==> config.mk <==
export PLATFORM = sky130hd
export DESIGN_NAME = port_event_flag_bank
export DESIGN_NICKNAME = d
export VERILOG_FILES = /design/src/rtl/port_event_pkg.sv /design/src/rtl/change_detect.sv /design/src/rtl/event_flag_reg.sv /design/src/rtl/port_event_flag_bank.sv
export VERILOG_INCLUDE_DIRS = /design/src /design/src/rtl
export SDC_FILE = /design/constraint.sdc
export NUM_CORES = 1
export LEC_CHECK = 0
export BUFFER_PORTS_ARGS = -buffer_cell sky130_fd_sc_hd__buf_2
export CORE_MARGIN = 5
export CORE_UTILIZATION = 46
export DETAILED_ROUTE_END_ITERATION = 8
export PLACE_DENSITY = 0.75
export SYNTH_ARGS = -nofsm -noshare
export SYNTH_HDL_FRONTEND = slang
export SYNTH_SLANG_ARGS = --single-unit
==> constraint.sdc <==
create_clock -name i_clk -period 1.8 [get_ports i_clk]
set_clock_uncertainty 0.2 [all_clocks]
set_input_delay 0.27 -clock i_clk [delete_from_list [all_inputs] [get_ports i_clk]]
set_output_delay 0.27 -clock i_clk [all_outputs]
set_load 0.02 [all_outputs]
==> src/rtl/port_event_map.svh <==
// register offsets, field positions and reset values of the event bank
`ifndef PORT_EVENT_MAP_SVH
`define PORT_EVENT_MAP_SVH

// ----------------------------------------------------------------
// register offsets
// ----------------------------------------------------------------
`define ADDR_SUMMARY 8'h00
`define ADDR_IRQ_MASK 8'h01
`define ADDR_POWER_PEEK 8'h02
`define ADDR_POWER_TAKE 8'h03
`define ADDR_DETECT_PEEK 8'h04
`define ADDR_DETECT_TAKE 8'h05
`define ADDR_FAULT_PEEK 8'h06
`define ADDR_FAULT_TAKE 8'h07
`define ADDR_STARTUP_PEEK 8'h08
`define ADDR_STARTUP_TAKE 8'h09
`define ADDR_SUPPLY_PEEK 8'h0a
`define ADDR_SUPPLY_TAKE 8'h0b
`define ADDR_PORT_STATUS 8'h0c

// ----------------------------------------------------------------
// reset values and implemented-bit masks
// ----------------------------------------------------------------
`define IRQ_MASK_RESET 8'ha4
`define EVENT_RESET 8'h00
`define POWER_VALID 8'h11
`define DETECT_VALID 8'h11
`define FAULT_VALID 8'h11
`define STARTUP_VALID 8'h10
`define SUPPLY_VALID 8'h9c

// ----------------------------------------------------------------
// bit positions
// ----------------------------------------------------------------
`define BIT_PORT_POWER_TOGGLED 0
`define BIT_POWER_GOOD_TOGGLED 4
`define BIT_DETECTION_DONE 0
`define BIT_CLASSIFICATION_DONE 4
`define BIT_OVERCURRENT_SHUTDOWN 0
`define BIT_LOAD_REMOVED 4
`define BIT_CLASS_OVERCURRENT 4
`define BIT_SUPPLY_UNDERVOLTAGE 2
`define BIT_SUPPLY_OVERVOLTAGE 3
`define BIT_SUPPLY_LOCKOUT_EXIT 4
`define BIT_THERMAL_TRIP 7
`define PORT_DET_LSB 0
`define PORT_CLASS_LSB 4

`endif

==> src/rtl/port_event_pkg.sv <==
// types and address decoding shared by the event bank files
package port_event_pkg;
  `include "port_event_map.svh"

  // which register an address selects
  typedef enum logic [3:0] {
    SEL_SUMMARY = 4'h0,
    SEL_MASK = 4'h1,
    SEL_POWER = 4'h2,
    SEL_DETECT = 4'h3,
    SEL_FAULT = 4'h4,
    SEL_STARTUP = 4'h5,
    SEL_SUPPLY = 4'h6,
    SEL_PORT = 4'h7,
    SEL_NONE = 4'h8
  } reg_sel_t;

  // address to register, peek and take alike
  function automatic reg_sel_t decode_sel(input logic [7:0] addr);
    case (addr)
      `ADDR_SUMMARY: decode_sel = SEL_SUMMARY;
      `ADDR_IRQ_MASK: decode_sel = SEL_MASK;
      `ADDR_POWER_PEEK, `ADDR_POWER_TAKE: decode_sel = SEL_POWER;
      `ADDR_DETECT_PEEK, `ADDR_DETECT_TAKE: decode_sel = SEL_DETECT;
      `ADDR_FAULT_PEEK, `ADDR_FAULT_TAKE: decode_sel = SEL_FAULT;
      `ADDR_STARTUP_PEEK, `ADDR_STARTUP_TAKE: decode_sel = SEL_STARTUP;
      `ADDR_SUPPLY_PEEK, `ADDR_SUPPLY_TAKE: decode_sel = SEL_SUPPLY;
      `ADDR_PORT_STATUS: decode_sel = SEL_PORT;
      default: decode_sel = SEL_NONE;
    endcase
  endfunction
endpackage
==> src/rtl/change_detect.sv <==
// per-bit transition detector for status levels
`timescale 1ns/10ps
module change_detect #(
  parameter int WIDTH = 2
) (
  input wire logic i_clk,
  input wire logic i_sys_rst,
  input wire logic [WIDTH-1:0] i_level,
  output logic [WIDTH-1:0] o_toggled
);
  logic [WIDTH-1:0] last_level;

  generate
    if (WIDTH < 1) begin : g_bad_width
      $error("change_detect needs at least one bit");
    end
  endgenerate

  // levels start low after reset, so a level already high counts once
  always_ff @(posedge i_clk) begin
    if (i_sys_rst) begin
      last_level <= '0;
    end else begin
      last_level <= i_level;
    end
  end

  // rising and falling edges alike
  assign o_toggled = i_level ^ last_level;
endmodule

==> src/rtl/event_flag_reg.sv <==
// one sticky event register with set-wins clear
`timescale 1ns/10ps
`include "port_event_map.svh"
module event_flag_reg #(
  parameter int WIDTH = 8,
  parameter logic [7:0] VALID = 8'hff
) (
  input wire logic i_clk,
  input wire logic i_sys_rst,
  input wire logic [WIDTH-1:0] i_set,
  input wire logic i_clear,
  output logic [WIDTH-1:0] o_flags
);
  generate
    if (WIDTH != 8) begin : g_bad_width
      $error("event_flag_reg serves 8-bit registers only");
    end
  endgenerate

  // a set in the clearing cycle survives the clear; reserved bits stay 0
  always_ff @(posedge i_clk) begin
    if (i_sys_rst) begin
      o_flags <= `EVENT_RESET;
    end else if (i_clear) begin
      o_flags <= i_set & VALID;
    end else begin
      o_flags <= o_flags | (i_set & VALID);
    end
  end
endmodule

==> src/rtl/port_event_flag_bank.sv <==
// event flag bank of a single-port power controller
`timescale 1ns/10ps
`include "port_event_map.svh"
module port_event_flag_bank
  import port_event_pkg::*;
#(
  parameter int ADDR_W = 8,
  parameter int DATA_W = 8
) (
  input wire logic i_clk,
  input wire logic i_sys_rst,
  input wire logic [ADDR_W-1:0] i_reg_addr,
  input wire logic i_reg_rd,
  input wire logic i_reg_wr,
  input wire logic [DATA_W-1:0] i_reg_wdata,
  output logic [DATA_W-1:0] o_reg_rdata,
  output logic o_reg_rvalid,
  input wire logic i_power_good_state,
  input wire logic i_port_powered_state,
  input wire logic i_detection_done,
  input wire logic i_classification_done,
  input wire logic [2:0] i_detect_outcome,
  input wire logic [2:0] i_class_result,
  input wire logic i_load_removed_shutdown,
  input wire logic i_overcurrent_shutdown,
  input wire logic i_class_overcurrent_seen,
  input wire logic i_overcurrent_cut_threshold,
  input wire logic i_supply_overvoltage,
  input wire logic i_supply_undervoltage,
  input wire logic i_thermal_trip_seen,
  input wire logic i_supply_lockout,
  input wire logic i_global_flag_wipe,
  output logic o_irq_n,
  output logic o_port_hold_off
);

  // ----------------------------------------------------------------
  // parameter checks
  // ----------------------------------------------------------------
  generate
    if (ADDR_W != 8 || DATA_W != 8) begin : g_bad_bus
      $error("register port is fixed at 8-bit address and data");
    end
  endgenerate

  // ----------------------------------------------------------------
  // declarations
  // ----------------------------------------------------------------
  logic core_rst;
  logic prev_core_rst;
  logic prev_lockout;
  logic leaving_reset;
  reg_sel_t sel;
  logic take_access;
  logic [1:0] level_now;
  logic [1:0] level_toggled;
  logic [7:0] interrupt_enable_mask;
  logic [7:0] port_result_status;
  logic [7:0] power_set;
  logic [7:0] detect_set;
  logic [7:0] fault_set;
  logic [7:0] startup_set;
  logic [7:0] supply_set;
  logic power_clear;
  logic detect_clear;
  logic fault_clear;
  logic startup_clear;
  logic supply_clear;
  logic [7:0] power_event;
  logic [7:0] detect_event;
  logic [7:0] fault_event;
  logic [7:0] startup_event;
  logic [7:0] supply_event;
  logic [7:0] summary;
  logic [7:0] next_rdata;
  logic class_ovc_flag;
  logic ovc_fault_flag;

  // ----------------------------------------------------------------
  // internal reset and supply lockout
  // ----------------------------------------------------------------
  // supply below lockout keeps the whole bank in reset
  assign core_rst = i_sys_rst | i_supply_lockout;

  // history of the reset cause; prev_core_rst loads 1 while in reset, so no own reset
  always_ff @(posedge i_clk) begin
    prev_core_rst <= core_rst;
    prev_lockout <= i_supply_lockout;
  end

  // first running cycle after any reset has released
  assign leaving_reset = prev_core_rst & ~core_rst;

  // port is held unpowered during reset and lockout
  always_ff @(posedge i_clk) begin
    if (core_rst) begin
      o_port_hold_off <= 1'b1;
    end else begin
      o_port_hold_off <= 1'b0;
    end
  end

  // ----------------------------------------------------------------
  // address decode for the serial slave's byte port
  // ----------------------------------------------------------------
  assign sel = decode_sel(i_reg_addr);
  // take addresses are the odd offsets of the event pairs
  assign take_access = i_reg_rd & i_reg_addr[0];

  // clear-on-read strobes, plus the global wipe
  assign power_clear = i_global_flag_wipe |
    (take_access & (sel == SEL_POWER));
  assign detect_clear = i_global_flag_wipe |
    (take_access & (sel == SEL_DETECT));
  assign fault_clear = i_global_flag_wipe |
    (take_access & (sel == SEL_FAULT));
  assign startup_clear = i_global_flag_wipe |
    (take_access & (sel == SEL_STARTUP));
  assign supply_clear = i_global_flag_wipe |
    (take_access & (sel == SEL_SUPPLY));

  // ----------------------------------------------------------------
  // power event sources
  // ----------------------------------------------------------------
  assign level_now = {i_power_good_state, i_port_powered_state};

  change_detect #(
    .WIDTH(2)
  ) u_power_edges (
    .i_clk(i_clk),
    .i_sys_rst(core_rst),
    .i_level(level_now),
    .o_toggled(level_toggled)
  );

  // either edge counts, whatever level is reached
  always_comb begin
    power_set = `EVENT_RESET;
    power_set[`BIT_POWER_GOOD_TOGGLED] = level_toggled[1];
    power_set[`BIT_PORT_POWER_TOGGLED] = level_toggled[0];
  end

  // ----------------------------------------------------------------
  // detection and classification sources
  // ----------------------------------------------------------------
  always_comb begin
    detect_set = `EVENT_RESET;
    detect_set[`BIT_DETECTION_DONE] = i_detection_done;
    detect_set[`BIT_CLASSIFICATION_DONE] = i_classification_done;
  end

  // ----------------------------------------------------------------
  // overcurrent flag steering
  // ----------------------------------------------------------------
  // with the cut threshold on its automatic default both comparators
  // share one threshold, so either event marks both flags; once it is
  // reprogrammed each flag follows only its own comparator
  always_comb begin
    if (!i_overcurrent_cut_threshold) begin
      class_ovc_flag = i_class_overcurrent_seen |
        i_overcurrent_shutdown;
      ovc_fault_flag = i_class_overcurrent_seen |
        i_overcurrent_shutdown;
    end else begin
      class_ovc_flag = i_class_overcurrent_seen;
      ovc_fault_flag = i_overcurrent_shutdown;
    end
  end

  // ----------------------------------------------------------------
  // fault and startup sources
  // ----------------------------------------------------------------
  always_comb begin
    fault_set = `EVENT_RESET;
    fault_set[`BIT_LOAD_REMOVED] = i_load_removed_shutdown;
    fault_set[`BIT_OVERCURRENT_SHUTDOWN] = ovc_fault_flag;
  end

  always_comb begin
    startup_set = `EVENT_RESET;
    startup_set[`BIT_CLASS_OVERCURRENT] = class_ovc_flag;
  end

  // ----------------------------------------------------------------
  // supply sources
  // ----------------------------------------------------------------
  // thermal and lockout causes are caught at reset release, since the
  // reset itself wipes every flag that could have recorded them
  always_comb begin
    supply_set = `EVENT_RESET;
    supply_set[`BIT_SUPPLY_OVERVOLTAGE] = i_supply_overvoltage;
    supply_set[`BIT_SUPPLY_UNDERVOLTAGE] = i_supply_undervoltage;
    supply_set[`BIT_THERMAL_TRIP] = leaving_reset &
      i_thermal_trip_seen;
    supply_set[`BIT_SUPPLY_LOCKOUT_EXIT] = leaving_reset &
      prev_lockout;
  end

  // ----------------------------------------------------------------
  // sticky event registers
  // ----------------------------------------------------------------
  // each clears to zero on reset and keeps a same-cycle set
  event_flag_reg #(
    .WIDTH(8),
    .VALID(`POWER_VALID)
  ) u_power_event (
    .i_clk(i_clk),
    .i_sys_rst(core_rst),
    .i_set(power_set),
    .i_clear(power_clear),
    .o_flags(power_event)
  );

  event_flag_reg #(
    .WIDTH(8),
    .VALID(`DETECT_VALID)
  ) u_detect_event (
    .i_clk(i_clk),
    .i_sys_rst(core_rst),
    .i_set(detect_set),
    .i_clear(detect_clear),
    .o_flags(detect_event)
  );

  event_flag_reg #(
    .WIDTH(8),
    .VALID(`FAULT_VALID)
  ) u_fault_event (
    .i_clk(i_clk),
    .i_sys_rst(core_rst),
    .i_set(fault_set),
    .i_clear(fault_clear),
    .o_flags(fault_event)
  );

  event_flag_reg #(
    .WIDTH(8),
    .VALID(`STARTUP_VALID)
  ) u_startup_event (
    .i_clk(i_clk),
    .i_sys_rst(core_rst),
    .i_set(startup_set),
    .i_clear(startup_clear),
    .o_flags(startup_event)
  );

  event_flag_reg #(
    .WIDTH(8),
    .VALID(`SUPPLY_VALID)
  ) u_supply_event (
    .i_clk(i_clk),
    .i_sys_rst(core_rst),
    .i_set(supply_set),
    .i_clear(supply_clear),
    .o_flags(supply_event)
  );

  // ----------------------------------------------------------------
  // interrupt enable mask
  // ----------------------------------------------------------------
  // all eight bits writable; other addresses ignore writes
  always_ff @(posedge i_clk) begin
    if (core_rst) begin
      interrupt_enable_mask <= `IRQ_MASK_RESET;
    end else if (i_reg_wr && sel == SEL_MASK) begin
      interrupt_enable_mask <= i_reg_wdata;
    end
  end

  // ----------------------------------------------------------------
  // port status: latched results of the last phases
  // ----------------------------------------------------------------
  // bits 7 and 3 are never loaded and so read zero
  always_ff @(posedge i_clk) begin
    if (core_rst) begin
      port_result_status <= `EVENT_RESET;
    end else begin
      if (i_detection_done) begin
        port_result_status[`PORT_DET_LSB +: 3] <= i_detect_outcome;
      end
      if (i_classification_done) begin
        port_result_status[`PORT_CLASS_LSB +: 3] <= i_class_result;
      end
    end
  end

  // ----------------------------------------------------------------
  // interrupt summary and output
  // ----------------------------------------------------------------
  // summary mirrors the flags, masked or not, so a wipe of the flags
  // also wipes the summary
  always_comb begin
    summary = `EVENT_RESET;
    summary[7] = |supply_event;
    summary[6] = startup_event[`BIT_CLASS_OVERCURRENT];
    summary[5] = fault_event[`BIT_OVERCURRENT_SHUTDOWN];
    summary[4] = detect_event[`BIT_CLASSIFICATION_DONE];
    summary[3] = detect_event[`BIT_DETECTION_DONE];
    summary[2] = fault_event[`BIT_LOAD_REMOVED];
    summary[1] = power_event[`BIT_POWER_GOOD_TOGGLED];
    summary[0] = power_event[`BIT_PORT_POWER_TOGGLED];
  end

  // registered so the pin never glitches on a mask write
  always_ff @(posedge i_clk) begin
    if (core_rst) begin
      o_irq_n <= 1'b1;
    end else begin
      o_irq_n <= ~|(summary & interrupt_enable_mask);
    end
  end

  // ----------------------------------------------------------------
  // read path
  // ----------------------------------------------------------------
  // unmapped and reserved addresses answer zero
  always_comb begin
    case (sel)
      SEL_SUMMARY: next_rdata = summary;
      SEL_MASK: next_rdata = interrupt_enable_mask;
      SEL_POWER: next_rdata = power_event;
      SEL_DETECT: next_rdata = detect_event;
      SEL_FAULT: next_rdata = fault_event;
      SEL_STARTUP: next_rdata = startup_event;
      SEL_SUPPLY: next_rdata = supply_event;
      SEL_PORT: next_rdata = port_result_status;
      default: next_rdata = `EVENT_RESET;
    endcase
  end

  // data is sampled before the take clears, in the same edge
  always_ff @(posedge i_clk) begin
    if (core_rst) begin
      o_reg_rdata <= `EVENT_RESET;
      o_reg_rvalid <= 1'b0;
    end else begin
      o_reg_rvalid <= i_reg_rd;
      if (i_reg_rd) begin
        o_reg_rdata <= next_rdata;
      end
    end
  end

endmodule

# [Yosys cells after proc, flatten, opt, wreduce, memory -nomap -nowiden]
# Memories as Yosys holds them, arrays and structs flattened.
# Index checks and enable logic that the tools add are counted.
[word_totals] elab_cells=73 in_bits=39 memories=1 romBits=64 ff_bits=69
[memory_table] memory="(name not given)" depth=16 width=4 rd=1 rd_ports_with_merged_regs=0 wr=0 line_no="port_event_pkg.sv:20" text="case (addr)"
[classes] eq_ne=7 bitwise_logic=24 n_mux=10 reduce_logical=11
[ops] operator="one-hot mux 8 bit (8 select lines)" n=1
[ops] operator="bitwise OR 8 x 5 -> 8 bit" n=4
[ops] operator="2-to-1 mux 5 bit" n=4
[ops] operator="== test 4 x 3 -> 1 bit, second input constant" n=4
[ops] operator="OR reduction 8 bit" n=2
[ops] operator="OR reduction 2 bit" n=5
[ops] operator="bitwise AND 1 bit" n=9
[ops] operator="bitwise AND 8 bit" n=1
[ops] operator="== test 4 x 2 -> 1 bit, second input constant" n=2
[ops] operator="logical NOT 4 bit" n=2
[ops] operator="2-to-1 mux 8 bit" n=1
[ops] operator="bitwise OR 8 bit" n=1
[ops] operator="bitwise OR 1 bit" n=7
[ops] operator="== test 4 x 1 -> 1 bit, second input constant" n=1
[ops] operator="2-to-1 mux 4 bit" n=1
[ops] operator="2-to-1 mux 1 bit" n=3
[ops] operator="XOR 2 bit" n=1
[ops] operator="logical AND 1 bit" n=1
[ops] operator="logical NOT 1 bit" n=1
[ops] operator="NOT 1 bit" n=1

# [Depth between registers and ports, before layout]
[depth] depth_word=6 ltp_mapped=8 mapped_depth_nobuf=6

# [Modules after synthesis]
# Synthesis repeated with hierarchy kept, for this count alone.
[unflattened] cells_unflattened=300 hier_area_um2=2552.4
[modules_own_cells] mod="port_event_flag_bank" cells_each=216 n_inst=1 area_each_um2=1853.0
[modules_own_cells] mod="event_flag_reg (u_detect_event ...)" cells_each=15 n_inst=3 area_each_um2=118.9
[modules_own_cells] mod="event_flag_reg (u_supply_event)" cells_each=21 n_inst=1 area_each_um2=173.9
[modules_own_cells] mod="event_flag_reg (u_startup_event)" cells_each=12 n_inst=1 area_each_um2=95.1
[modules_own_cells] mod="change_detect" cells_each=6 n_inst=1 area_each_um2=73.8

# [Least setup slack after synthesis]
# OpenSTA, ideal clock, no wires.
[synth_path] path_type="input-to-reg" startpoint="in i_reg_addr[1]" endpoint="reg interrupt_enable_mask[2]" cell_stages=8 slack_ps=-83 required_ps=1464 arrival_ps=1547 path_buffers=2 path_cell_list="ha_1 -> or2_0 -> clkbuf_1 -> nor4_4 -> buf_6 -> nand2_4 -> nand2_1 -> nand3_1"
[synth_via] elab_chain_len=4
[synth_lines] element="start: declaration" line_no="port_event_flag_bank.sv:12" text="input wire logic [ADDR_W-1:0] i_reg_addr,"
[synth_lines] element="memory read (16 x 4 bit)"
[synth_lines] element="2-to-1 mux 4 bit" line_no="port_event_pkg.sv:20"
[synth_lines] element="== test 4 x 1 -> 1 bit" line_no="port_event_flag_bank.sv:265" text="end else if (i_reg_wr && sel == SEL_MASK) begin"
[synth_lines] element="logical AND 1 bit" line_no="port_event_flag_bank.sv:265"
[synth_lines] element="end signal: assignment" line_no="port_event_flag_bank.sv:264" text="interrupt_enable_mask <= `IRQ_MASK_RESET;"
[synth_lines] element="end signal: assignment" line_no="port_event_flag_bank.sv:266" text="interrupt_enable_mask <= i_reg_wdata;"
[synth_lines] element="end: declaration" line_no="port_event_flag_bank.sv:57" text="logic [7:0] interrupt_enable_mask;"
# Every way passes these cells.
# A chain may end at the register's enable or synchronous reset.

# [Worst setup path in the final report]
[layout_path] startpoint="reg u_supply_event.o_flags[3]" endpoint="reg o_reg_rdata[7]"
[layout_via] elab_chain_len=2
[layout_lines] element="start: declaration" line_no="event_flag_reg.sv:12" text="output logic [WIDTH-1:0] o_flags"
[layout_lines] element="start signal: assignment" line_no="event_flag_reg.sv:23" text="o_flags <= `EVENT_RESET;"
[layout_lines] element="start signal: assignment" line_no="event_flag_reg.sv:25" text="o_flags <= i_set & VALID;"
[layout_lines] element="start signal: assignment" line_no="event_flag_reg.sv:27" text="o_flags <= o_flags | (i_set & VALID);"
[layout_lines] element="OR reduction 8 bit" line_no="port_event_flag_bank.sv:294" text="summary[7] = |supply_event;"
[layout_lines] element="one-hot mux 8 bit (8 select lines)" line_no="port_event_flag_bank.sv:318" text="case (sel)"
[layout_lines] element="end signal: assignment" line_no="port_event_flag_bank.sv:334" text="o_reg_rdata <= `EVENT_RESET;"
[layout_lines] element="end signal: assignment" line_no="port_event_flag_bank.sv:339" text="o_reg_rdata <= next_rdata;"
[layout_lines] element="end: declaration" line_no="port_event_flag_bank.sv:16" text="output logic [DATA_W-1:0] o_reg_rdata,"
# Every way passes these cells.

==> impl_metrics.tcl <==
set metrics [dict create \
    status "finished clean" \
    synth_top_area_share_pct 43.9 \
    cts-buffers-inserted 5 \
    dp_hpwl_mm 3.87 \
    synth-xor-area-share_pct 0.985 \
    min_path_cells 3 \
    grt_usage_pct 18.9 \
    synth_area_leaders "dfxtp_1, a21oi_1, nand2_1, mux2i_1, a222oi_1" \
    fin_crit_ps 1780 \
    final_core_util_pct 63.5 \
    coreArea_mm2 0.00372 \
    critPathRequiredTime_ps 1770 \
    die_area_mm2 0.00521 \
    num_antenna_cells 0 \
    fmax_mhz 563 \
    path_max_fanout 3 \
    cts.sinks 39 \
    r2r_start "u_supply_event.o_flags[3]" \
    clock-root-buffer "clkbuf_8" \
    avgSynthCellArea_um2 8.85 \
    clock_latency_ps 290 \
    drc_errors 0 \
    cp-end-kind "flop" \
    fin_crit_sh_pct 98.7 \
    grt.overflow.total 0 \
    num-nets-final 312 \
    routed_wl_mm 4.74 \
    initial_core_util_pct 47.9 \
    rr_endpoint "o_reg_rdata[7]" \
    yosysUniqueCellTypes 49 \
    min_to "port_result_status[4]" \
    cts_buffer_depth 2 \
    grt_max_degree 16 \
    r2r_slack_ps 20 \
    yosys.area.top_type "dfxtp_1" \
    min-delay-start "i_class_result[0]" \
    cp-start-kind "flop" \
    tns_ps 0 \
    cts_tree "done" \
    ys_seq_elements 39 \
    antenna_found_initial 0 \
    yosysWarnings 0 \
    fillers 331 \
    drv_cap 0 \
    dp_slack_ps -241 \
    dp.cells 308 \
    power.density_mw_per_mm2 729 \
    worstSetupPathType "reg2reg" \
    slew-limit-headroom_pct 67.5 \
    irDropWorstVdd_uv 633 \
    synthAdderAreaFrac_pct 0.703 \
    final_cells 321 \
    slew_viol_final 0 \
    fin_ws_ps 23.7 \
    synth_edf_count 0 \
    drt_first_pass_iters 4 \
    area_delta_synth_final_pct 32.6 \
    setup-violations-final 0 \
    hold_class "in2reg" \
    grt_setup_unrepaired "no" \
    r2r_cells 3 \
    layout_commonest_cell "buf_2" \
    netlist_instances 201 \
    async_flop_share_pct 0 \
    grt_pass1_wl_mm 7.54 \
    syn-cell-area_mm2 0.00178 \
    synth_mux_area_share_pct 4.57 \
    synth_top_family_by_area "compound AO/OA/AOI/OAI gates" \
    clk_pin_slew_worst_paths_ps 80 \
    hold_viol 0 \
    avgViaCountPerCell 5.59 \
    p_leak_uw 0.00102 \
    dr_total_vias 1795 \
    fp.dieH_um 72.2 \
    ioPinCount 50 \
    place.port_buffers 49 \
    synth-simple-area-share_pct 22.3 \
    arrival_ps 1740 \
    tightest_slew_ps 483 \
    finalWeightedCongestion 0.976 \
    drive_gt1_share_pct 33.0 \
    synth_compound_area_share_pct 24.3 \
    drt_iter0_drc 183 \
    die_x_um 72.2 \
    synth_top_flop_cell "dfxtp_1" \
    mostFrequentLayoutCells "buf_2, dfxtp_1, nand2_1, buf_4, a21oi_1" \
    ys_seq_area_share_pct 43.9 \
    h-tree-depth 2 \
    grt_pass1_vias 1587 \
    detail-route-antenna-nets 0 \
    syn_nets 241 \
    whs_ps 5.79 \
    rows 22 \
    wl_per_cell_um 14.8 \
]
[cells by family (layout without fill, tap and decap cells)]
group / Yosys count / count (layout)
and+or+nand+nor: 77 / 77
AOI/OAI and AO/OA: 61 / 61
DFF: 39 / 39
buffers and inverters: 13 / 85
muxes: 8 / 8
xor gates and xnor gates: 2 / 2
adders and majority gates: 1 / 1
[registers in the layout (all words and copies together), names as in the netlist]
signal,cells
u_power_edges.last_level,2
u_supply_event.o_flags,4
port_result_status,6
o_reg_rvalid,1
u_power_event.o_flags,2
o_irq_n,1
prev_lockout,1
o_reg_rdata,8
interrupt_enable_mask,8
u_detect_event.o_flags,2
u_startup_event.o_flags,1
o_port_hold_off,1
u_fault_event.o_flags,2
[what timing repair did]
| action | 4_1_cts | 5_1_grt |
|---|---|---|
| hold buffers | 5 | 0 |
| endpoints found under the hold margin | 5 | 0 |
| buffers inserted | 0 | 0 |
| resized for setup | 0 | 2 |
| setup endpoints to repair | 0 | 7 |
[critical path: stages (launching register included)]
cell and delay (ps):
dfxtp_1 340, or4_1 560, a222oi_1 430, o21ai_0 120
[power by group]
part / leakage, uW / switching [uW] / internal, uW
clock: 0.0000412 / 301 / 271
combinational: 0.000659 / 119 / 123
sequential: 0.000318 / 18.6 / 886
[area by class of cell]
| cell class | count | area [um^2] | area share, % |
|---|---|---|---|
| clock buffers | 6 | 72.6 | 3.08 |
| flip-flops and latches | 39 | 781 | 33.1 |
| well taps | 48 | 60.1 | 2.55 |
| clock inverters | 2 | 12.5 | 0.531 |
| multi-input cells | 149 | 960 | 40.7 |
| inverters | 2 | 7.51 | 0.318 |
| repair buffers | 75 | 465 | 19.7 |
[routing by layer]
layer / GRT usage [%] / vias up / share of wire, %
li1: - / 898 / -
met1: 24.9 / 826 / 44
met2: 29.0 / 65 / 47
met3: 6.23 / 6 / 8.2
met4: 6.05 / 0 / 1.1
met5: 0 / - / 0
[synth_stat cells, types with 3 or more instances]
cell type / number
dfxtp_1: 39
nand2_1: 21
a21oi_1: 17
nor2_1: 16
nand3_1: 12
o21ai_0: 8
mux2i_1: 7
a222oi_1: 6
and2_1: 6
clkbuf_1: 6
nor3_1: 5
a22oi_1: 4
and3_1: 3
o22ai_1: 3
[worst max path at each step]
stage | slack [ps] | cells past startpoint | from | end
3_3_place_gp | -220 | 7 | i_reg_addr[5] | o_reg_rdata[4]
5_1_grt | 3 | 7 | i_reg_addr[5] | o_reg_rdata[4]
4_1_cts | 60 | 3 | u_supply_event.o_flags[3] | o_reg_rdata[7]
3_5_place_dp | -240 | 7 | i_reg_addr[5] | o_reg_rdata[4]
2_1_floorplan | -60 | 6 | i_reg_addr[5] | interrupt_enable_mask[2]
6_report | 20 | 3 | u_supply_event.o_flags[3] | o_reg_rdata[7]
[through the flow]
step / total power [uW] / cell area, um^2
3_5_place_dp: 1160 / 2220
6_report: 1720 / 2360
5_1_grt: 1790 / 2360
4_1_cts: 1720 / 2350
2_1_floorplan: 1040 / 1800
3_3_place_gp: 1150 / 2220
Power figures use the tool's default switching activity.
